## src/crb_pkg.sv

```systemverilog
`default_nettype none
package crb_pkg;
	// ==========================================================
	// matrix geometry
	localparam int NUM_OUT = 9;
	localparam int WORD_W = 5;
	localparam int SEL_W = 4;
	localparam int SRC_W = 4;
	localparam int ENABLE_BIT = 4;
	localparam int CHAIN_W = NUM_OUT * WORD_W;

	// ==========================================================
	// pin bundle layout after synchronisation
	localparam int SYNC_W = 16;
	localparam int P_RST = 0;
	localparam int P_WE = 1;
	localparam int P_SEL = 2;
	localparam int P_ROUTE = 6;
	localparam int P_SERPAR = 11;
	localparam int P_SCLK = 12;
	localparam int P_SDI = 13;
	localparam int P_UPDATE = 14;
	localparam int P_CS = 15;
	// idle pin levels, reset pin low so outputs start disabled
	localparam logic [15:0] SYNC_RST = 16'hD802;

	// ==========================================================
	// register map, byte addresses
	localparam int ADR_W = 8;
	localparam logic [7:0] ADR_CTRL = 8'h00;
	localparam logic [7:0] ADR_STATUS = 8'h04;
	localparam logic [7:0] ADR_ROUTE0 = 8'h10;
	localparam logic [7:0] ADR_ROUTE_LAST = 8'h30;
	localparam logic [3:0] ROUTE_IDX_BASE = 4'h4;
	localparam int CTRL_FORCE_OFF = 0;
	localparam int ST_RST = 0;
	localparam int ST_SERPAR = 1;
	localparam int ST_UPDATE = 2;
	localparam int ST_CS = 3;
	localparam logic [31:0] CTRL_RST = 32'h00000000;
endpackage : crb_pkg
`default_nettype wire

```

## src/crb_core.sv

```systemverilog
// How it works
// [RULE1] reset pin low disables every output
// [RULE2] reset pin leaves latch contents untouched
// [RULE3] first rank powers up arbitrary, no init
// [RULE4] host loads latches before first update
// [RULE5] serial pass rewrites every output's route
// [RULE6] after reset high, programming fully works
// [RULE7] broadcast writes one word everywhere, once
// [RULE8] host broadcasts with serial select low
// [RULE9] broadcast clocks all latches from write strobe
// [RULE10] broadcast ignores output select lines
// [RULE11] parallel strobe fall loads addressed latch
// [RULE12] top bit enables, low bits pick source
// [RULE13] update low passes first rank onward
// [RULE14] serial clock fall shifts one bit in
`timescale 1ns/1ps
`default_nettype none
module crb_core #(
	parameter int NUM_OUT = crb_pkg::NUM_OUT
) (
	input wire logic clock_i,
	input wire logic arst_n_i,
	input wire logic out_reset_n_i,
	input wire logic write_n_i,
	input wire logic [3:0] output_select_i,
	input wire logic [4:0] route_word_i,
	input wire logic serial_parallel_select_i,
	input wire logic serial_clk_n_i,
	input wire logic serial_data_in_i,
	input wire logic update_n_i,
	input wire logic chip_select_n_i,
	input wire logic wb_cyc_i,
	input wire logic wb_stb_i,
	input wire logic wb_we_i,
	input wire logic [7:0] wb_adr_i,
	input wire logic [3:0] wb_sel_i,
	input wire logic [31:0] wb_dat_i,
	output logic [31:0] wb_dat_o,
	output logic wb_ack_o,
	output logic [NUM_OUT-1:0] out_enable_o,
	output logic [NUM_OUT*4-1:0] out_source_o
);
	localparam int WW = crb_pkg::WORD_W;
	localparam int CW = NUM_OUT * WW;

	// ==========================================================
	// pin synchronisation
	logic [crb_pkg::SYNC_W-1:0] pins_raw;
	logic [crb_pkg::SYNC_W-1:0] pins_s;
	assign pins_raw = {chip_select_n_i, update_n_i, serial_data_in_i,
		serial_clk_n_i, serial_parallel_select_i, route_word_i,
		output_select_i, write_n_i, out_reset_n_i};

	crb_sync #(
		.W(crb_pkg::SYNC_W),
		.RST_VAL(crb_pkg::SYNC_RST)
	) u_sync (
		.clock_i(clock_i),
		.arst_n_i(arst_n_i),
		.async_i(pins_raw),
		.sync_o(pins_s)
	);

	wire rst_pin_s = pins_s[crb_pkg::P_RST];
	wire we_s = pins_s[crb_pkg::P_WE];
	wire [3:0] sel_s = pins_s[crb_pkg::P_SEL +: crb_pkg::SEL_W];
	wire [4:0] route_s = pins_s[crb_pkg::P_ROUTE +: WW];
	wire serpar_s = pins_s[crb_pkg::P_SERPAR];
	wire sdi_s = pins_s[crb_pkg::P_SDI];
	wire update_s = pins_s[crb_pkg::P_UPDATE];
	wire cs_s = pins_s[crb_pkg::P_CS];
	// deselect holds the serial clock in its idle high level
	wire sclk_s = pins_s[crb_pkg::P_SCLK] | cs_s;

	// ==========================================================
	// strobe edges
	logic we_prev_q;
	logic sclk_prev_q;
	always_ff @(posedge clock_i or negedge arst_n_i) begin
		if (!arst_n_i) begin
			we_prev_q <= 1'b1;
			sclk_prev_q <= 1'b1;
		end else begin
			we_prev_q <= we_s;
			sclk_prev_q <= sclk_s;
		end
	end

	wire we_fall = we_prev_q & ~we_s;
	wire sclk_fall = sclk_prev_q & ~sclk_s;
	wire shift_ev = sclk_fall & ~serpar_s; // RULE14
	wire par_ev = we_fall & serpar_s; // RULE11
	wire bcast_ev = we_fall & ~serpar_s; // RULE9
	wire update_on = ~update_s;

	// ==========================================================
	// first rank
	// no reset here: contents stay arbitrary until the host loads them
	logic [CW-1:0] first_q;
	logic [CW-1:0] wr_vec;
	logic [CW-1:0] first_d;

	genvar g;
	generate
		for (g = 0; g < NUM_OUT; g++) begin : g_word
			// broadcast does not look at the select lines
			wire hit = bcast_ev | (par_ev & (sel_s == 4'(g))); // RULE7 RULE10
			assign wr_vec[g*WW +: WW] = hit ? route_s
				: first_q[g*WW +: WW]; // RULE11
		end
	endgenerate

	// serial chain: output top word first, enable bit leading
	assign first_d = shift_ev ? {first_q[CW-2:0], sdi_s} : wr_vec; // RULE5

	always_ff @(posedge clock_i) begin
		first_q <= first_d; // RULE2 RULE3
	end

	// ==========================================================
	// second rank, transparent while update is low
	logic [CW-1:0] matrix_q;
	always_ff @(posedge clock_i) begin
		if (update_on) begin
			matrix_q <= first_q; // RULE13
		end
	end

	// ==========================================================
	// output stage
	logic [31:0] ctrl_q;
	logic [NUM_OUT-1:0] en_d;
	logic [NUM_OUT*4-1:0] src_d;
	wire allow_on = rst_pin_s & ~ctrl_q[crb_pkg::CTRL_FORCE_OFF]; // RULE1

	generate
		for (g = 0; g < NUM_OUT; g++) begin : g_out
			assign en_d[g] = allow_on
				& matrix_q[g*WW + crb_pkg::ENABLE_BIT]; // RULE12
			// a disabled output shows no source at all
			assign src_d[g*4 +: 4] = en_d[g]
				? matrix_q[g*WW +: crb_pkg::SRC_W] : 4'h0; // RULE12
		end
	endgenerate

	always_ff @(posedge clock_i or negedge arst_n_i) begin
		if (!arst_n_i) begin
			out_enable_o <= '0;
			out_source_o <= '0;
		end else begin
			out_enable_o <= en_d; // RULE1 RULE6
			out_source_o <= src_d;
		end
	end

	// ==========================================================
	// wishbone slave, one wait state
	wire req = wb_cyc_i & wb_stb_i & ~wb_ack_o;
	wire adr_ctrl = (wb_adr_i == crb_pkg::ADR_CTRL);
	wire adr_stat = (wb_adr_i == crb_pkg::ADR_STATUS);
	wire adr_route = (wb_adr_i >= crb_pkg::ADR_ROUTE0)
		& (wb_adr_i <= crb_pkg::ADR_ROUTE_LAST)
		& (wb_adr_i[1:0] == 2'h0);
	wire [3:0] route_idx = wb_adr_i[5:2] - crb_pkg::ROUTE_IDX_BASE;
	wire ctrl_wr = req & wb_we_i & adr_ctrl & wb_sel_i[0];

	logic [31:0] rd_d;
	always_comb begin
		rd_d = 32'h00000000;
		if (adr_ctrl) begin
			rd_d = ctrl_q;
		end else if (adr_stat) begin
			rd_d[crb_pkg::ST_RST] = rst_pin_s;
			rd_d[crb_pkg::ST_SERPAR] = serpar_s;
			rd_d[crb_pkg::ST_UPDATE] = update_on;
			rd_d[crb_pkg::ST_CS] = ~cs_s;
		end else if (adr_route) begin
			rd_d[WW-1:0] = matrix_q[route_idx*WW +: WW];
		end
	end

	always_ff @(posedge clock_i or negedge arst_n_i) begin
		if (!arst_n_i) begin
			ctrl_q <= crb_pkg::CTRL_RST;
			wb_ack_o <= 1'b0;
			wb_dat_o <= 32'h00000000;
		end else begin
			if (ctrl_wr) begin
				ctrl_q <= {31'h00000000, wb_dat_i[crb_pkg::CTRL_FORCE_OFF]};
			end
			wb_ack_o <= req;
			wb_dat_o <= req ? rd_d : 32'h00000000;
		end
	end
endmodule : crb_core
`default_nettype wire

```

## src/crb_sync.sv

```systemverilog
`timescale 1ns/1ps
`default_nettype none
module crb_sync #(
	parameter int W = 16,
	parameter logic [W-1:0] RST_VAL = '0
) (
	input wire logic clock_i,
	input wire logic arst_n_i,
	input wire logic [W-1:0] async_i,
	output logic [W-1:0] sync_o
);
	logic [W-1:0] meta_q;
	logic [W-1:0] sync_q;

	// ==========================================================
	// two stages per bit
	genvar g;
	generate
		for (g = 0; g < W; g++) begin : g_bit
			always_ff @(posedge clock_i or negedge arst_n_i) begin
				if (!arst_n_i) begin
					meta_q[g] <= RST_VAL[g];
					sync_q[g] <= RST_VAL[g];
				end else begin
					meta_q[g] <= async_i[g];
					sync_q[g] <= meta_q[g];
				end
			end
		end
	endgenerate

	assign sync_o = sync_q;
endmodule : crb_sync
`default_nettype wire

```

## config.mk

```make
export PLATFORM = sky130hd
export DESIGN_NAME = crb_core
export DESIGN_NICKNAME = d
export VERILOG_FILES = /design/src/crb_pkg.sv /design/src/crb_core.sv /design/src/crb_sync.sv
export SDC_FILE = /design/constraint.sdc
export NUM_CORES = 1
export LEC_CHECK = 0
export BUFFER_PORTS_ARGS = -buffer_cell sky130_fd_sc_hd__buf_2
export CAP_MARGIN = 20
export CORE_ASPECT_RATIO = 1.75
export CORE_MARGIN = 2
export CORE_UTILIZATION = 31
export CTS_CLUSTER_SIZE = 8
export DETAILED_ROUTE_END_ITERATION = 6
export HOLD_SLACK_MARGIN = 0.15
export PLACE_DENSITY = 0.55
export SLEW_MARGIN = 20
export SYNTH_ARGS = -nofsm -noshare
export SYNTH_HDL_FRONTEND = slang
export SYNTH_HIERARCHICAL = 1
export SYNTH_SLANG_ARGS = --single-unit
```

## constraint.sdc

```tcl
create_clock -name clock_i -period 2.5 [get_ports clock_i]
set_input_delay 0.5 -clock clock_i [delete_from_list [all_inputs] [get_ports clock_i]]
set_output_delay 0.5 -clock clock_i [all_outputs]
set_load 0.1 [all_outputs]
```

## Yosys cells after proc, flatten, opt, wreduce, memory -nomap -nowiden

Index checks and enable logic that the tools add are counted.

- $add $sub $neg: 1
- Multiply operators: 1
- $lt $le $gt $ge: 2
- Equality and inequality tests: 9
- Shift-type cells: 1
- Mux-type cells: 24
- Bitwise operators: 48
- Reduce and logical (&&, ||, !) cells: 12

Operators with widths:

| cell | number |
|---|---|
| $mux 5 | 12 |
| $mux 45 | 1 |
| $shiftx 45x8->5 | 1 |
| $mux 4 | 10 |
| $and 1x1->1 | 31 |
| $reduce_bool 2->1 | 9 |
| $eq 4x3->1 const B | 4 |
| $or 1x1->1 | 10 |
| $eq 4x2->1 const B | 2 |
| $eq 8x3->1 const B | 1 |
| $ge 8x5->1 const B | 1 |
| $le 8x6->1 const B | 1 |
| $logic_not 8->1 | 1 |
| $mul 4x3->7 const B | 1 |
| $not 1->1 | 7 |
| $eq 4x1->1 const B | 1 |
| $eq 4x4->1 const B | 1 |
| $logic_not 4->1 | 1 |
| $sub 4x3->4 const B | 1 |
| $logic_not 2->1 | 1 |
| $mux 1 | 1 |

- Register bits: 176
- Bits of input ports: 65
- Logic and storage cells: 147

## Depth between registers and ports, before layout

- Depth in word-level cells: 7
- Gate-level depth with buffers: 6
- Gate-level depth less buffers: 5

## Cells and area by module

Netlist, hierarchy kept.

By module, submodules not included:

| module | instances | cells an instance | area each (um^2) |
|---|---|---|---|
| crb_core | 1 | 400 | 5611.6 |
| crb_sync | 1 | 32 | 813.3 |

## Least setup slack after synthesis

OpenSTA, ideal clock, no wires.

- Path kind: reg2reg
- Start: register wb_ack_o
- End: register ctrl_q[0]
- Data arrival time: 1928 ps
- Data required time: 2373 ps
- Setup slack: 444 ps
- Cell stages (with the launch flop): 4
- Path buffers: 0
- Path through: dfrtp_1 -> nand3b_1 -> or4_1 -> mux2_1

- Word-level cells in the longest chain between the ends: 5

RTL lines:

| element | line | text |
|---|---|---|
| start, declared | crb_core.sv:39 | `output logic wb_ack_o,` |
| start signal, assigned | crb_core.sv:191 | `wb_ack_o <= req;` |
| $not 1->1 | crb_core.sv:158 | `wire req = wb_cyc_i & wb_stb_i & ~wb_ack_o;` |
| $and 1x1->1 | crb_core.sv:158 |  |
| $and 1x1->1 (3 in series) | crb_core.sv:165 | `wire ctrl_wr = req & wb_we_i & adr_ctrl & wb_sel_i[0];` |
| end signal, assigned | crb_core.sv:184 | `ctrl_q <= crb_pkg::CTRL_RST;` |
| end signal, assigned | crb_core.sv:189 | `ctrl_q <= {31'h00000000, wb_dat_i[crb_pkg::CTRL_FORCE_OFF]};` |
| end, declared | crb_core.sv:131 | `logic [31:0] ctrl_q;` |

No other way between the ends.
A chain may end at the register's enable or synchronous reset.

## Worst setup path after layout

- Start: input wb_adr_i[4]
- End: register wb_dat_o[1]

- Word-level cells in the longest chain between the ends: 7
- Elaborated cells on any way between the ends: 13
- Classes of those cells: add/sub (1); mul (1); order compare (2); eq/ne (1); shift (1); mux (4); bitwise (2); reduce/logical (1)

RTL lines:

| element | line | text |
|---|---|---|
| start, declared | crb_core.sv:35 | `input wire logic [7:0] wb_adr_i,` |
| $sub 4x3->4 (tied with other cells) | crb_core.sv:164 | `wire [3:0] route_idx = wb_adr_i[5:2] - crb_pkg::ROUTE_IDX_BASE;` |
| $mul 4x3->7 / $and 1x1->1 (equally long branches) | crb_core.sv:178, crb_core.sv:162 |  |
| $shiftx 45x8->5 / $and 1x1->1 (equally long branches) | crb_core.sv:178, crb_core.sv:163 |  |
| $mux 5 | crb_core.sv:177 | `end else if (adr_route) begin` |
| $mux 4 | crb_core.sv:172 | `end else if (adr_stat) begin` |
| $mux 5 * | crb_core.sv:170 | `if (adr_ctrl) begin` |
| $mux 5 * | crb_core.sv:192 | `wb_dat_o <= req ? rd_d : 32'h00000000;` |
| end signal, assigned | crb_core.sv:192 |  |
| end, declared | crb_core.sv:38 | `output logic [31:0] wb_dat_o,` |

Every way passes the cells marked *; elsewhere a longest branch is shown, timed or not.

==> impl_metrics.ini <==
[synth]
async_flop_share_pct = 48.9
syn_area_per_cell_um2 = 14.9
ys_ff_latch = 176
synth_top_family_by_area = simple AND/OR/NAND/NOR gates
synth-xor-area-share_pct = 0
synth_warnings = 6
synth_mux_area_share_pct = 4.30
yosysSeqAreaShare_pct = 75.8
ys_top_cells_by_area = edfxtp_1 (42%), dfrtp_1 (29%), nand2_1 (5.8%), dfstp_2 (4.9%), and3_1 (3.6%)
yosys.area_share.simple_pct = 12.9
syn-cell-area_mm2 = 0.00642
synth_edf_count = 90
synth_adder_area_share_pct = 0.584
ys_types = 40
synth_cells = 432
synth_top_area_share_pct = 42.1
ys.flop_type = edfxtp_1
synth_compound_area_share_pct = 2.16
synth_top_area_cell = edfxtp_1

[placement]
gp_congestion = 0.875
placedCellCount = 763
pre_cts_ws_ns = 0.213
portBuffers = 81
hpwl_um = 9540
place_area_mm2 = 0.00711

[timing]
max_slew.worst_pin.slew_ns = 0.689
setup_ws_ns = 0.564
slew_viol_final = 0
fin_setup_tns_ns = 0
finClkSkew_ns = 0.00866
period_minus_slack_ns = 1.94
hold_viol = 0
max_slew_margin_pct = 54.0
rsz0062_at_grt = false
setup_viol = 0
fmax_mhz = 517
fin_crit_sh_pct = 77.4

[critical_path]
crit_buf_inv = 2
r2r_slack_ns = 0.76
critPathCapture = wb_dat_o[1]
r2r_cells = 4
worstReg2RegStart = wb_ack_o
cp_top_family = compound AO/OA/AOI/OAI gates
path_class = input port to flop
path_depth = 6
crit_path_start = wb_adr_i[4]
crit_arrival_ns = 2.26
cp_max_fo = 10
crit_path_max_incr_delay_ns = 0.56
path_cells = buf_2 -> clkinv_1 -> ha_1 -> a2111oi_2 -> nand2_2 -> o221ai_1
start_kind = input port
reg2reg_to = wb_dat_o[1]
cpMaxStageDelayCell = a2111oi_2
required_ns = 2.82
endpoint_kind = flop

[clock_network]
clock_latency_ns = 0.43
clk_pin_slew_worst_paths_ns = 0.07
clockBufferDepth = 2
numCtsBuffers = 17
clkSinkCount = 176
h-tree-depth = 4
root_buffer = clkbuf_16
cts_tree = built
postCtsHoldBufs = 5
cts_setup_buffers = 0
cts-resized-gates = 0

[cells_and_area]
diodes = 0
nNetsFinal = 607
nFillCells = 1870
final_cell_area_mm2 = 0.00778
area_growth_pct = 21.2
drive_above_1_share_pct = 27.9
fin_cells = 800

[job]
max-cap-violations = 0

[global_route]
overflow = 0
grt_usage_pct = 12.3
grt_pass1_wl_um = 20500
grt_start_max_net_pins = 46
grt_pass1_vias = 3697
antenna_found_initial = 0

[detailed_routing]
viasPerCell = 4.41
vias = 3526
drc = 0
drtIter0Drc = 231
drt_wl_total_um = 12900
detail_route.first_pass.iterations = 4
postRouteAntennaNets = 0
wl_per_cell_um = 16.1

[floorplanning]
die_w_um = 113
start_util_pct = 31.7
num_rows = 69
core-area_mm2 = 0.0203
die-area_mm2 = 0.0219
ios = 143
die_h_um = 194

[outcome]
status = complete, no violations

[worst_hold_path]
hold_path_class = input port to flop

[power]
peakVddDrop_uv = 553
power_density_mw_per_mm2 = 868
p_leak_nw = 3.52
## layer usage
metal	vias to the layer above	global-route usage (%)	part of all wire [%]
met3	13	2.99	3.5
met4	0	4.79	1.5
met1	1767	12.5	37
li1	1673	-	-
met2	73	23.5	58
met5	-	0	0
## sequential cells by signal, indices dropped and copies added (netlist names)
| name | count |
|---|---|
| first_q | 45 |
| matrix_q | 45 |
| out_source_o | 36 |
| u_sync/meta_q | 16 |
| u_sync/sync_o | 16 |
| out_enable_o | 9 |
| wb_dat_o | 5 |
| ctrl_q | 1 |
| sclk_prev_q | 1 |
| wb_ack_o | 1 |
| we_prev_q | 1 |
## kinds of logic after synthesis
kind of cell,Yosys count
other,1
AND/OR/NAND/NOR,173
flip-flops,176
adder cells (fa/ha/maj),3
buffers and inverters,45
multiplexers,15
AO/OA/AOI/OAI,19
## placed cells by master (no fill, tap or decap), types with 2 or more instances in the layout
master	instances
a221oi_1	2
and2_1	9
and3_1	37
buf_2	80
buf_4	16
clkbuf_16	21
clkinv_2	2
conb_1	27
dfrtp_1	74
dfstp_2	12
dlygate4sd3_1	5
edfxtp_1	90
ha_1	3
inv_1	5
inv_4	3
inv_6	3
mux2i_1	4
mux4_2	10
nand2_1	100
nand2b_1	4
nand4_1	3
nor2_1	7
nor3b_1	2
o21ai_0	7
o221ai_1	3
o31ai_1	2
## cells in the mapped netlist, types with 4 or more instances
library cell  instances
nand2b_1              4
nand2_1             100
mux4_2               10
edfxtp_1             90
buf_4                27
and3_1               37
o21ai_0               7
nor2_1                7
mux2i_1               4
and2_1                9
inv_1                 5
clkbuf_1              9
dfrtp_1              74
dfstp_2              12
## worst min-delay path by stage
stage,from,end,slack [ns],cells past startpoint
after global routing,output_select_i[3],u_sync/meta_q[5],0.16,1
final,output_select_i[3],u_sync/meta_q[5],0.18,1
after global placement,u_sync/meta_q[9],u_sync/sync_o[9],0.34,0
after detailed placement,u_sync/meta_q[13],u_sync/sync_o[13],0.33,0
after floorplan,arst_n_i,ctrl_q[0],0.20,0
after CTS,output_select_i[3],u_sync/meta_q[5],0.15,1
## power by group
group | total (mW) | switching (mW) | internal, mW
logic | 0.735 | 0.599 | 0.135
registers | 3.30 | 0.0715 | 3.22
clock network | 2.73 | 1.08 | 1.65
total | 6.76 | 1.75 | 5.01
## worst register-to-register path, delay by kind of cell, from the launching register on
family | cells | cell delay, ns
flops | 1 | 0.37
compound gates | 2 | 0.89
simple gates | 2 | 0.38
## metrics by stage
step | hold WS (ns) | power, mW | util (%)
global route | 0.160 | 7.00 | 38.4
global placement | 0.341 | 4.08 | 35.0
floorplan | 0.204 | 3.92 | -
finish | 0.176 | 6.76 | 38.4
detailed placement | 0.335 | 4.09 | 35.0
CTS | 0.154 | 6.84 | 38.4
## cell type report
class / instances / area, um2 / area share (%)
clock buffers: 23 / 543 / 6.98
clock inverters: 9 / 85.1 / 1.09
inverters: 6 / 22.5 / 0.289
multi-input cells: 237 / 1380 / 17.8
flip-flops and latches: 176 / 4870 / 62.6
well taps: 248 / 310 / 3.99
repair buffers: 101 / 571 / 7.33
Power figures use the tool's default switching activity.
